File: src/pkg/lim_params.svh
// Purpose: constants of the link interrupt mask and iso transmit events
// Assumes: 32-bit register bus, byte addresses as printed
// Notes: header holds definitions only
// Function
// overlong, inconsistent, lost cycle sources gate on mask and event
// fatal error source gates on mask and event both set
// 64 s rollover and cycle start sources gate on mask and event
// phy status and failed register access gate on mask and event
// serial bus reset source gates on mask and event
// both node id complete sources gate on mask and event
// mask bits 14 to 10 are reserved and read zero
// lock reply and posted write errors gate on mask and event
// iso receive and iso transmit summaries gate on mask and event
// received response and request packets gate on mask and event
// async receive response and request dma gate on mask and event
// response and request sent sources gate on mask and event
// context raises interrupt on final output command with bits 11
// rising context interrupt or write one at set address sets event
// only write one at clear address clears an event bit
// read at event clear address returns events and context mask
// event bits 31 to 8 reset and read zero
// transmit summary is unlatched or of events and context enables
// no interrupt leaves while global gate bit 31 is zero; code gates irq_out only, irq_src still passes
// both mask addresses read back the mask contents
// per context transmit mask with own set and clear addresses
// writing zero to any set or clear address changes nothing
`ifndef LIM_PARAMS_SVH
`define LIM_PARAMS_SVH
`define LIM_AW             8
`define LIM_DW             32
`define LIM_NCTX           8
`define LIM_OFS_MASK_SET   8'h88
`define LIM_OFS_MASK_CLR   8'h8C
`define LIM_OFS_TXEV_SET   8'h90
`define LIM_OFS_TXEV_CLR   8'h94
`define LIM_OFS_TXMSK_SET  8'h98
`define LIM_OFS_TXMSK_CLR  8'h9C
`define LIM_MASK_RW        32'hEFFF_83FF
`define LIM_MASK_RST       32'h0000_0000
`define LIM_CTX_RST        8'h00
`define LIM_BIT_GLOBAL     31
`define LIM_BIT_TX_SUM     6
`define LIM_INT_ALWAYS     2'h3
`define LIM_RESP_OKAY      2'h0
`define LIM_RESP_SLVERR    2'h2
`define LIM_ZERO32         32'h0000_0000
`endif

File: src/pkg/lim_pkg.sv
// Purpose: state types of the link interrupt mask block
// Assumes: constants come from lim_params.svh
// Notes: each module keeps all its state in one packed struct
`include "lim_params.svh"
package lim_pkg;

  typedef struct packed {
    logic                  aw_got;
    logic                  w_got;
    logic [`LIM_AW-1:0]    aw_addr;
    logic [`LIM_DW-1:0]    w_data;
    logic [3:0]            w_strb;
    logic                  bvalid;
    logic [1:0]            bresp;
    logic                  rvalid;
    logic [`LIM_DW-1:0]    rdata;
    logic [1:0]            rresp;
    logic [`LIM_DW-1:0]    mask;
    logic [`LIM_DW-2:0]    gated;
    logic                  irq;
  } lim_main_st_t;

  typedef struct packed {
    logic [`LIM_NCTX-1:0]  evt;
    logic [`LIM_NCTX-1:0]  msk;
    logic [`LIM_NCTX-1:0]  lvl;
  } lim_ctx_st_t;

endpackage

File: src/verilog/lim_ctx_events.sv
// Purpose: per-context iso transmit event and enable bits
// Assumes: set and clear strobes are one-cycle, already byte masked
// Notes: a set in the same cycle as a clear wins
`timescale 1ns/1ps
`default_nettype none
`include "lim_params.svh"
module lim_ctx_events
  import lim_pkg::*;
(
  // clock and reset
  input  wire logic                 aclk,
  input  wire logic                 aresetn,
  // context interrupt levels
  input  wire logic [`LIM_NCTX-1:0] ctx_irq_lvl,
  // software strobes
  input  wire logic [`LIM_NCTX-1:0] evt_set,
  input  wire logic [`LIM_NCTX-1:0] evt_clr,
  input  wire logic [`LIM_NCTX-1:0] msk_set,
  input  wire logic [`LIM_NCTX-1:0] msk_clr,
  // state seen by software
  output logic      [`LIM_NCTX-1:0] evt,
  output logic      [`LIM_NCTX-1:0] msk,
  output logic                      summary
);

  lim_ctx_st_t              s;
  lim_ctx_st_t              next_s;
  logic [`LIM_NCTX-1:0]     next_evt;
  logic [`LIM_NCTX-1:0]     next_msk;

  genvar i;
  for (i = 0; i < `LIM_NCTX; i++)
  begin : g_ctx
    // only a rising level edge or a set strobe sets; a held level cannot re-set after a clear
    assign next_evt[i] = (ctx_irq_lvl[i] & ~s.lvl[i]) | evt_set[i]
                       | (s.evt[i] & ~evt_clr[i]);
    assign next_msk[i] = msk_set[i] | (s.msk[i] & ~msk_clr[i]);
  end

  always_comb
  begin
    next_s     = s;
    next_s.evt = next_evt;
    next_s.msk = next_msk;
    next_s.lvl = ctx_irq_lvl;
  end

  always_ff @(posedge aclk)
  begin
    if (!aresetn)
    begin
      s.evt <= `LIM_CTX_RST;
      s.msk <= `LIM_CTX_RST;
      s.lvl <= `LIM_CTX_RST;
    end
    else
    begin
      s <= next_s;
    end
  end

  assign evt     = s.evt;
  assign msk     = s.msk;
  assign summary = |(s.evt & s.msk);

endmodule
`default_nettype wire

File: src/verilog/lim_irq_top.sv
// Purpose: interrupt enable mask and iso transmit context events
// Assumes: main event bits arrive as levels from the event register
// Notes: axi4-lite slave, one write and one read in flight at a time
`timescale 1ns/1ps
`default_nettype none
`include "lim_params.svh"
module lim_irq_top
  import lim_pkg::*;
(
  // clock and reset
  input  wire logic                    aclk,
  input  wire logic                    aresetn,
  // axi4-lite write address
  input  wire logic [`LIM_AW-1:0]      awaddr,
  input  wire logic [2:0]              awprot,
  input  wire logic                    awvalid,
  output logic                         awready,
  // axi4-lite write data
  input  wire logic [`LIM_DW-1:0]      wdata,
  input  wire logic [3:0]              wstrb,
  input  wire logic                    wvalid,
  output logic                         wready,
  // axi4-lite write response
  output logic [1:0]                   bresp,
  output logic                         bvalid,
  input  wire logic                    bready,
  // axi4-lite read address
  input  wire logic [`LIM_AW-1:0]      araddr,
  input  wire logic [2:0]              arprot,
  input  wire logic                    arvalid,
  output logic                         arready,
  // axi4-lite read data
  output logic [`LIM_DW-1:0]           rdata,
  output logic [1:0]                   rresp,
  output logic                         rvalid,
  input  wire logic                    rready,
  // main event register levels, bit 6 is formed here
  input  wire logic [`LIM_DW-1:0]      main_event,
  // iso transmit contexts
  input  wire logic [`LIM_NCTX-1:0]    ctx_last_done,
  input  wire logic [2*`LIM_NCTX-1:0]  ctx_int_ctrl,
  // interrupt outputs
  output logic                         irq_out,
  output logic [`LIM_DW-2:0]           irq_src,
  output logic                         iso_transmit_summary
);

  lim_main_st_t              s;
  lim_main_st_t              next_s;

  logic [`LIM_DW-1:0]        byte_mask;
  logic [`LIM_DW-1:0]        wr_ones;
  logic [`LIM_AW-1:0]        wr_addr;
  logic [`LIM_AW-1:0]        rd_addr;
  logic                      wr_fire;
  logic                      rd_fire;
  logic                      wr_hit;
  logic [`LIM_DW-1:0]        evt_vec;
  logic [`LIM_DW-1:0]        en_vec;
  logic [`LIM_DW-2:0]        gated_now;
  logic [`LIM_NCTX-1:0]      ctx_irq_lvl;
  logic [`LIM_NCTX-1:0]      tx_evt;
  logic [`LIM_NCTX-1:0]      tx_msk;
  logic [`LIM_NCTX-1:0]      tx_evt_set;
  logic [`LIM_NCTX-1:0]      tx_evt_clr;
  logic [`LIM_NCTX-1:0]      tx_msk_set;
  logic [`LIM_NCTX-1:0]      tx_msk_clr;
  logic                      tx_summary;

  // bus handshakes

  // a new address or data beat waits while a response is still pending
  assign awready = ~s.aw_got & ~s.bvalid;
  assign wready  = ~s.w_got & ~s.bvalid;
  assign arready = ~s.rvalid;
  assign wr_fire = s.aw_got & s.w_got & ~s.bvalid;
  assign rd_fire = arvalid & arready;

  // word aligned addresses; low two bits do not select
  assign wr_addr = {s.aw_addr[`LIM_AW-1:2], 2'h0};
  assign rd_addr = {araddr[`LIM_AW-1:2], 2'h0};

  // write strobes turn whole bytes on or off
  genvar b;
  for (b = 0; b < 4; b++)
  begin : g_strb
    assign byte_mask[8*b +: 8] = {8{s.w_strb[b]}};
  end

  // zero bits of a set or clear write are simply not acted on
  assign wr_ones = wr_fire ? (s.w_data & byte_mask) : `LIM_ZERO32;

  // context interrupt: final output command finished, control bits 11
  genvar c;
  for (c = 0; c < `LIM_NCTX; c++)
  begin : g_ctx_lvl
    assign ctx_irq_lvl[c] = ctx_last_done[c]
                          & (ctx_int_ctrl[2*c +: 2] == `LIM_INT_ALWAYS);
  end

  // iso transmit strobes; bits 31 to 8 of the data are ignored
  always_comb
  begin
    tx_evt_set = `LIM_CTX_RST;
    tx_evt_clr = `LIM_CTX_RST;
    tx_msk_set = `LIM_CTX_RST;
    tx_msk_clr = `LIM_CTX_RST;
    case (wr_addr)
      `LIM_OFS_TXEV_SET:
      begin
        tx_evt_set = wr_ones[`LIM_NCTX-1:0];
      end
      `LIM_OFS_TXEV_CLR:
      begin
        tx_evt_clr = wr_ones[`LIM_NCTX-1:0];
      end
      `LIM_OFS_TXMSK_SET:
      begin
        tx_msk_set = wr_ones[`LIM_NCTX-1:0];
      end
      `LIM_OFS_TXMSK_CLR:
      begin
        tx_msk_clr = wr_ones[`LIM_NCTX-1:0];
      end
      default:
      begin
        tx_evt_set = `LIM_CTX_RST;
      end
    endcase
  end

  lim_ctx_events u_ctx_events (
    .aclk        (aclk),
    .aresetn     (aresetn),
    .ctx_irq_lvl (ctx_irq_lvl),
    .evt_set     (tx_evt_set),
    .evt_clr     (tx_evt_clr),
    .msk_set     (tx_msk_set),
    .msk_clr     (tx_msk_clr),
    .evt         (tx_evt),
    .msk         (tx_msk),
    .summary     (tx_summary)
  );

  // the transmit summary replaces whatever arrives on event bit 6
  always_comb
  begin
    evt_vec                  = main_event;
    evt_vec[`LIM_BIT_TX_SUM] = tx_summary;
  end

  // reserved enables never take part, even if the level is high
  assign en_vec = s.mask & `LIM_MASK_RW;

  // each source passes only with its enable and its event both 1
  genvar k;
  for (k = 0; k < `LIM_DW - 1; k++)
  begin : g_gate
    assign gated_now[k] = en_vec[k] & evt_vec[k];
  end
  // share the gating above

  assign wr_hit = (wr_addr == `LIM_OFS_MASK_SET)
                | (wr_addr == `LIM_OFS_MASK_CLR)
                | (wr_addr == `LIM_OFS_TXEV_SET)
                | (wr_addr == `LIM_OFS_TXEV_CLR)
                | (wr_addr == `LIM_OFS_TXMSK_SET)
                | (wr_addr == `LIM_OFS_TXMSK_CLR);

  always_comb
  begin
    next_s = s;

    // capture address and data in either order
    if (awvalid & awready)
    begin
      next_s.aw_got  = 1'b1;
      next_s.aw_addr = awaddr;
    end
    if (wvalid & wready)
    begin
      next_s.w_got  = 1'b1;
      next_s.w_data = wdata;
      next_s.w_strb = wstrb;
    end

    // perform the write once both halves are held
    if (wr_fire)
    begin
      next_s.aw_got = 1'b0;
      next_s.w_got  = 1'b0;
      next_s.bvalid = 1'b1;
      next_s.bresp  = wr_hit ? `LIM_RESP_OKAY : `LIM_RESP_SLVERR;
      if (wr_addr == `LIM_OFS_MASK_SET)
      begin
        next_s.mask = s.mask | (wr_ones & `LIM_MASK_RW);
      end
      else if (wr_addr == `LIM_OFS_MASK_CLR)
      begin
        next_s.mask = s.mask & ~(wr_ones & `LIM_MASK_RW);
      end
    end
    else if (s.bvalid & bready)
    begin
      next_s.bvalid = 1'b0;
    end

    // read answer is registered, one cycle after the address
    if (rd_fire)
    begin
      next_s.rvalid = 1'b1;
      next_s.rresp  = `LIM_RESP_OKAY;
      case (rd_addr)
        `LIM_OFS_MASK_SET,
        `LIM_OFS_MASK_CLR:
        begin
          next_s.rdata = en_vec;
        end
        `LIM_OFS_TXEV_SET:
        begin
          next_s.rdata = {{(`LIM_DW-`LIM_NCTX){1'b0}}, tx_evt};
        end
        `LIM_OFS_TXEV_CLR:
        begin
          next_s.rdata = {{(`LIM_DW-`LIM_NCTX){1'b0}},
                          tx_evt & tx_msk};
        end
        `LIM_OFS_TXMSK_SET,
        `LIM_OFS_TXMSK_CLR:
        begin
          next_s.rdata = {{(`LIM_DW-`LIM_NCTX){1'b0}}, tx_msk};
        end
        default:
        begin
          next_s.rdata = `LIM_ZERO32;
          next_s.rresp = `LIM_RESP_SLVERR;
        end
      endcase
    end
    else if (s.rvalid & rready)
    begin
      next_s.rvalid = 1'b0;
    end

    // registered outputs; the global gate holds back irq_out, not irq_src
    next_s.gated = gated_now;
    next_s.irq   = en_vec[`LIM_BIT_GLOBAL] & (|gated_now);
  end

  always_ff @(posedge aclk)
  begin
    if (!aresetn)
    begin
      s.aw_got  <= 1'b0;
      s.w_got   <= 1'b0;
      s.aw_addr <= '0;
      s.w_data  <= `LIM_ZERO32;
      s.w_strb  <= 4'h0;
      s.bvalid  <= 1'b0;
      s.bresp   <= `LIM_RESP_OKAY;
      s.rvalid  <= 1'b0;
      s.rdata   <= `LIM_ZERO32;
      s.rresp   <= `LIM_RESP_OKAY;
      s.mask    <= `LIM_MASK_RST;
      s.gated   <= '0;
      s.irq     <= 1'b0;
    end
    else
    begin
      s <= next_s;
    end
  end

  // outputs
  assign bvalid               = s.bvalid;
  assign bresp                = s.bresp;
  assign rvalid               = s.rvalid;
  assign rdata                = s.rdata;
  assign rresp                = s.rresp;
  assign irq_out              = s.irq;
  assign irq_src              = s.gated;
  // unlatched by intent: follows events and enables directly
  assign iso_transmit_summary = tx_summary;

endmodule
`default_nettype wire
File: config.mk
export PLATFORM = sky130hd
export DESIGN_NAME = lim_irq_top
export DESIGN_NICKNAME = d
export VERILOG_FILES = /design/src/pkg/lim_pkg.sv /design/src/verilog/lim_ctx_events.sv /design/src/verilog/lim_irq_top.sv
export VERILOG_INCLUDE_DIRS = /design/src /design/src/pkg
export SDC_FILE = /design/constraint.sdc
export NUM_CORES = 1
export LEC_CHECK = 0
export BUFFER_PORTS_ARGS = -buffer_cell sky130_fd_sc_hd__buf_2
export CORE_UTILIZATION = 50
export CTS_CLUSTER_SIZE = 40
export DETAILED_ROUTE_END_ITERATION = 8
export PLACE_DENSITY_LB_ADDON = 0.2
export REMOVE_ABC_BUFFERS = 1
export SLEW_MARGIN = 40
export SYNTH_ARGS = -nofsm -noshare
export SYNTH_HDL_FRONTEND = slang
export SYNTH_HIERARCHICAL = 1
export SYNTH_SLANG_ARGS = --single-unit
File: constraint.sdc
create_clock -name aclk -period 5.4 [get_ports aclk]
set_clock_uncertainty 0.05 [all_clocks]
set_input_delay 0.81 -clock aclk [delete_from_list [all_inputs] [get_ports aclk]]
set_output_delay 0.81 -clock aclk [all_outputs]
set_load 0.05 [all_outputs]
* Yosys cells after proc, flatten, opt, wreduce, memory -nomap -nowiden
Index checks and enable logic that the tools add are counted.
** Storage, ports and cells
- Flip-flop bits (word level) :: 172
** Cells by class
- Multiplexer cells :: 14
- Bitwise gates (word level) :: 130
- Eq/ne operators :: 20
- Reductions and logical operators :: 10
** Operator list (number)
- case mux 32 bit (4 select lines) :: 1
- 2-to-1 mux 32 bit :: 3
- == test 6 bit, second input constant :: 12
- AND 1 bit :: 67
- AND 32 bit :: 2
- 2-to-1 mux 8 bit :: 4
- inverter 32 bit :: 1
- bitwise OR 32 bit :: 1
- inverter 1 bit :: 29
- bitwise OR 1 bit :: 29
- OR reduction 25 bit :: 1
- == test 2 bit, second input constant :: 8
- AND 8 bit :: 1
- OR reduction 8 bit :: 1
- nonzero test 2 bit :: 3
- OR reduction 2 bit :: 3
- OR reduction 6 bit :: 1
- 2-to-1 mux 1 bit :: 4
- 2-to-1 mux 2 bit :: 2
- AND reduction 2 bit :: 1

* Longest topological paths before layout
- Word-level depth :: 7
- Gate-level depth with buffers :: 7

* Hierarchy
Netlist, hierarchy kept.
** By module, submodules not included
- lim_irq_top :: sequential area each 2402.3 µm², area each 5193.7 µm², instances 1, cells each 598
- lim_ctx_events :: sequential area each 480.5 µm², area each 994.7 µm², instances 1, cells each 95

* Least setup slack after synthesis
OpenSTA, ideal clock, no wires.
- Path kind :: register to register
- Start point :: register bvalid (netlist name)
- End point :: register s[140] in the netlist's numbering
- Cell stages (with the launch flop) :: 6
- Slack :: 3178 ps
- Path buffers :: 1
- Data required time :: 5222 ps
- Setup time :: 128 ps
- Arrival :: 2044 ps
- Cell sequence :: dfxtp_1 -> nor2_1 -> and2_1 -> clkbuf_1 -> mux2i_1 -> nor2_1
** Between the ends
- Word-level cells in the longest chain between the ends :: 3
** RTL lines
- inverter 1 bit :: line lim_irq_top.sv:73 : assign awready = ~s.aw_got & ~s.bvalid;
- AND 1 bit :: line lim_irq_top.sv:73
- via awready :: line lim_irq_top.sv:17 : output logic awready,
- AND 1 bit :: line lim_irq_top.sv:175 : if (awvalid & awready)
- end signal, assigned :: line lim_irq_top.sv:270 : s <= next_s;
- end, declared :: line lim_irq_top.sv:48 : lim_main_st_t s;
The timed path passes the listed nets, and every way through them passes these cells.
A chain may end at the register's enable or synchronous reset.

==> metrics.csv <==
metric,value,unit
DRT Pass-1 Iters,5,
worst rel slew slack,0.561,
DR vias/cell,5.24,
PostCTS Resize Cnt,0,
CTS root buf,clkbuf_16,
R2R Setup Slk,3.30,ns
RSZ-0062 raised after global routing,false,
nets,889,
"commonest non-fill, non-tap cells in the layout","buf_2, dfxtp_1, nand2_1",
crit share post-route,0.478,
total core area,12100,µm²
Worst-Skew Late Latency,0.42,ns
Sum Neg Setup Slack,0,ns
global route overflow,0,
"most common cell after layout, fill and taps aside",buf_2,
setup violators final,0,
"CTS clk-pin slew, worst paths",0.05,ns
# IOs,195,
H-Tree Depth,4,
async set or reset register ratio after synthesis,0,
first-pass GRT wire length,22700,µm
WL per Instance,14.7,µm
max_cap viols,0,
PortBufs,156,
Filler cells,1051,
Seq cells post-synth,144,
ranking of synthesized cells by area,"dfxtp_1, buf_4, nand2_1",
DR iter-0 viols,328,
cells on worst reg2reg path,5,
antenna violations before repair,0,
WP data arrival,2.86,ns
Syn-to-layout area delta,14.6,%
global router's overall resource usage,0.228,
measured slew at the worst slew-check pin,0.659,ns
Post-CTS Setup Inserts,0,
Slew Limit Fails,0,
Setup CP Type,input pin to flop,
syn_area_per_cell,8.93,µm²
Critical Path RT,5.68,ns
post-DP HPWL,9700,µm
Post-synth top flop,dfxtp_1,
# diodes,0,
Post-Route WL,13900,µm
die width,113,µm
Synth Instances,693,
Worst setup endpoint,rdata[3]$_SDFFE_PN0P_,
GPL Wtd Cong,0.808,
Die H,113,µm
clk sinks,144,
CTS tree,yes,
drt drc,0,
hold_buf cts,0,
status,"finished, final reports clean",
Critical Path Start Type,input pin,
Final Hold Violating Endpoints,0,
Reg area,2880,µm²
crit path time final,2.58,ns
"EDFF count, synth",0,
CP Max Fanout,62,
Peak VDD IR,0.189,mV
Synth top area share,0.466,
largest buffer count on any clock path,2,
pwr/cell area,352,nW/µm²
die area,12800,µm²
Setup crit start,aresetn,
area of the multi-input gates,2540,µm²
Post-Syn Area,6190,µm²
Initial Util,0.513,
vias in the first global route,4584,
largest net degree at the start of global routing,63,
share of layout cells above drive strength 1,0.275,
RR Startpoint,rvalid$_SDFFE_PN0P_,
Fmax,388,MHz
Worst Hold Class,flop to flop,
std cell rows,40,
"Distinct cells, synth",45,
Fin Hold WS,0.405,ns
leakage,3.21,nW
vias after detailed routing,4969,
Critical Path Sink Type,flop,
"area leader, netlist",dfxtp_1,
register area share after synthesis,0.466,
Num CTS Buffers,17,
Antenna Nets Post-Route,0,
RR Endpoint,rdata[21]$_SDFFE_PN0P_,
Ys Warns,6,
metrics by stage:
stage | utilization | setup WS (ns) | cells | power [W] | area (µm²)
after floorplan | - | 2.82 | 588 | 0.00124 | 5440
after global placement | 0.535 | 2.41 | 914 | 0.00132 | 6450
after detailed placement | 0.536 | 2.36 | 915 | 0.00132 | 6460
after CTS | 0.587 | 2.81 | 947 | 0.00251 | 7080
after global routing | 0.588 | 2.50 | 949 | 0.00258 | 7090
final | 0.588 | 2.82 | 949 | 0.00250 | 7090
worst min-delay path by stage:
stage	endpoint	cells past startpoint	start
after floorplan	byte_mask[0]$_SDFFE_PN0P_	2	byte_mask[0]$_SDFFE_PN0P_
after global placement	rdata[7]$_SDFFE_PN0P_	2	rdata[7]$_SDFFE_PN0P_
after detailed placement	rdata[2]$_SDFFE_PN0P_	2	rdata[2]$_SDFFE_PN0P_
after CTS	rdata[7]$_SDFFE_PN0P_	2	rdata[7]$_SDFFE_PN0P_
after global routing	byte_mask[8]$_SDFFE_PN0P_	2	byte_mask[8]$_SDFFE_PN0P_
final	rdata[4]$_SDFFE_PN0P_	2	rdata[4]$_SDFFE_PN0P_
worst max-delay path, cell delays in order:
cell,delay (ns)
buf_2,0.07
buf_4,0.47
inv_2,0.40
buf_4,0.38
a21oi_1,0.49
nand2_1,0.10
o21ai_0,0.09
final cells by class:
type,count,share of cell area
clock buffers,25,0.0727
clock inverters,7,0.0139
inverters,6,0.00317
multi-input cells,438,0.359
well taps,168,0.0296
repair buffers,161,0.115
flip-flops and latches,144,0.407
Yosys cell counts (all sizes together), types with 10 or more instances:
master  instances
a311oi         18
nor2           76
and3           34
nand2          81
clkbuf         28
nor2b          24
dfxtp         144
and2           10
o21ai          17
a22oi          29
a21oi          59
buf            90
cell families after synthesis:
group	after synthesis	synth area share
buf+inv	124	0.132
simple gates	248	0.203
mux	14	0.0243
other cells	1	0.000606
compound gates	162	0.174
flops	144	0.466
power by group:
part	internal (W)	total (W)	switching (W)
Sequential	0.00109	0.00112	0.0000259
Clock	0.000755	0.00120	0.000441
Combinational	0.0000618	0.000184	0.000122
layer usage:
metal | vias to the layer above | routed length (µm) | track usage | share of wire
li1 | 2458 | - | - | -
met3 | 19 | 892 | 0.0702 | 0.064
met5 | - | 0 | 0 | 0
met1 | 2305 | 6360 | 0.294 | 0.46
met2 | 187 | 6430 | 0.360 | 0.46
met4 | 0 | 246 | 0.0842 | 0.018
Note: power is estimated with default switching activity, not from simulation.
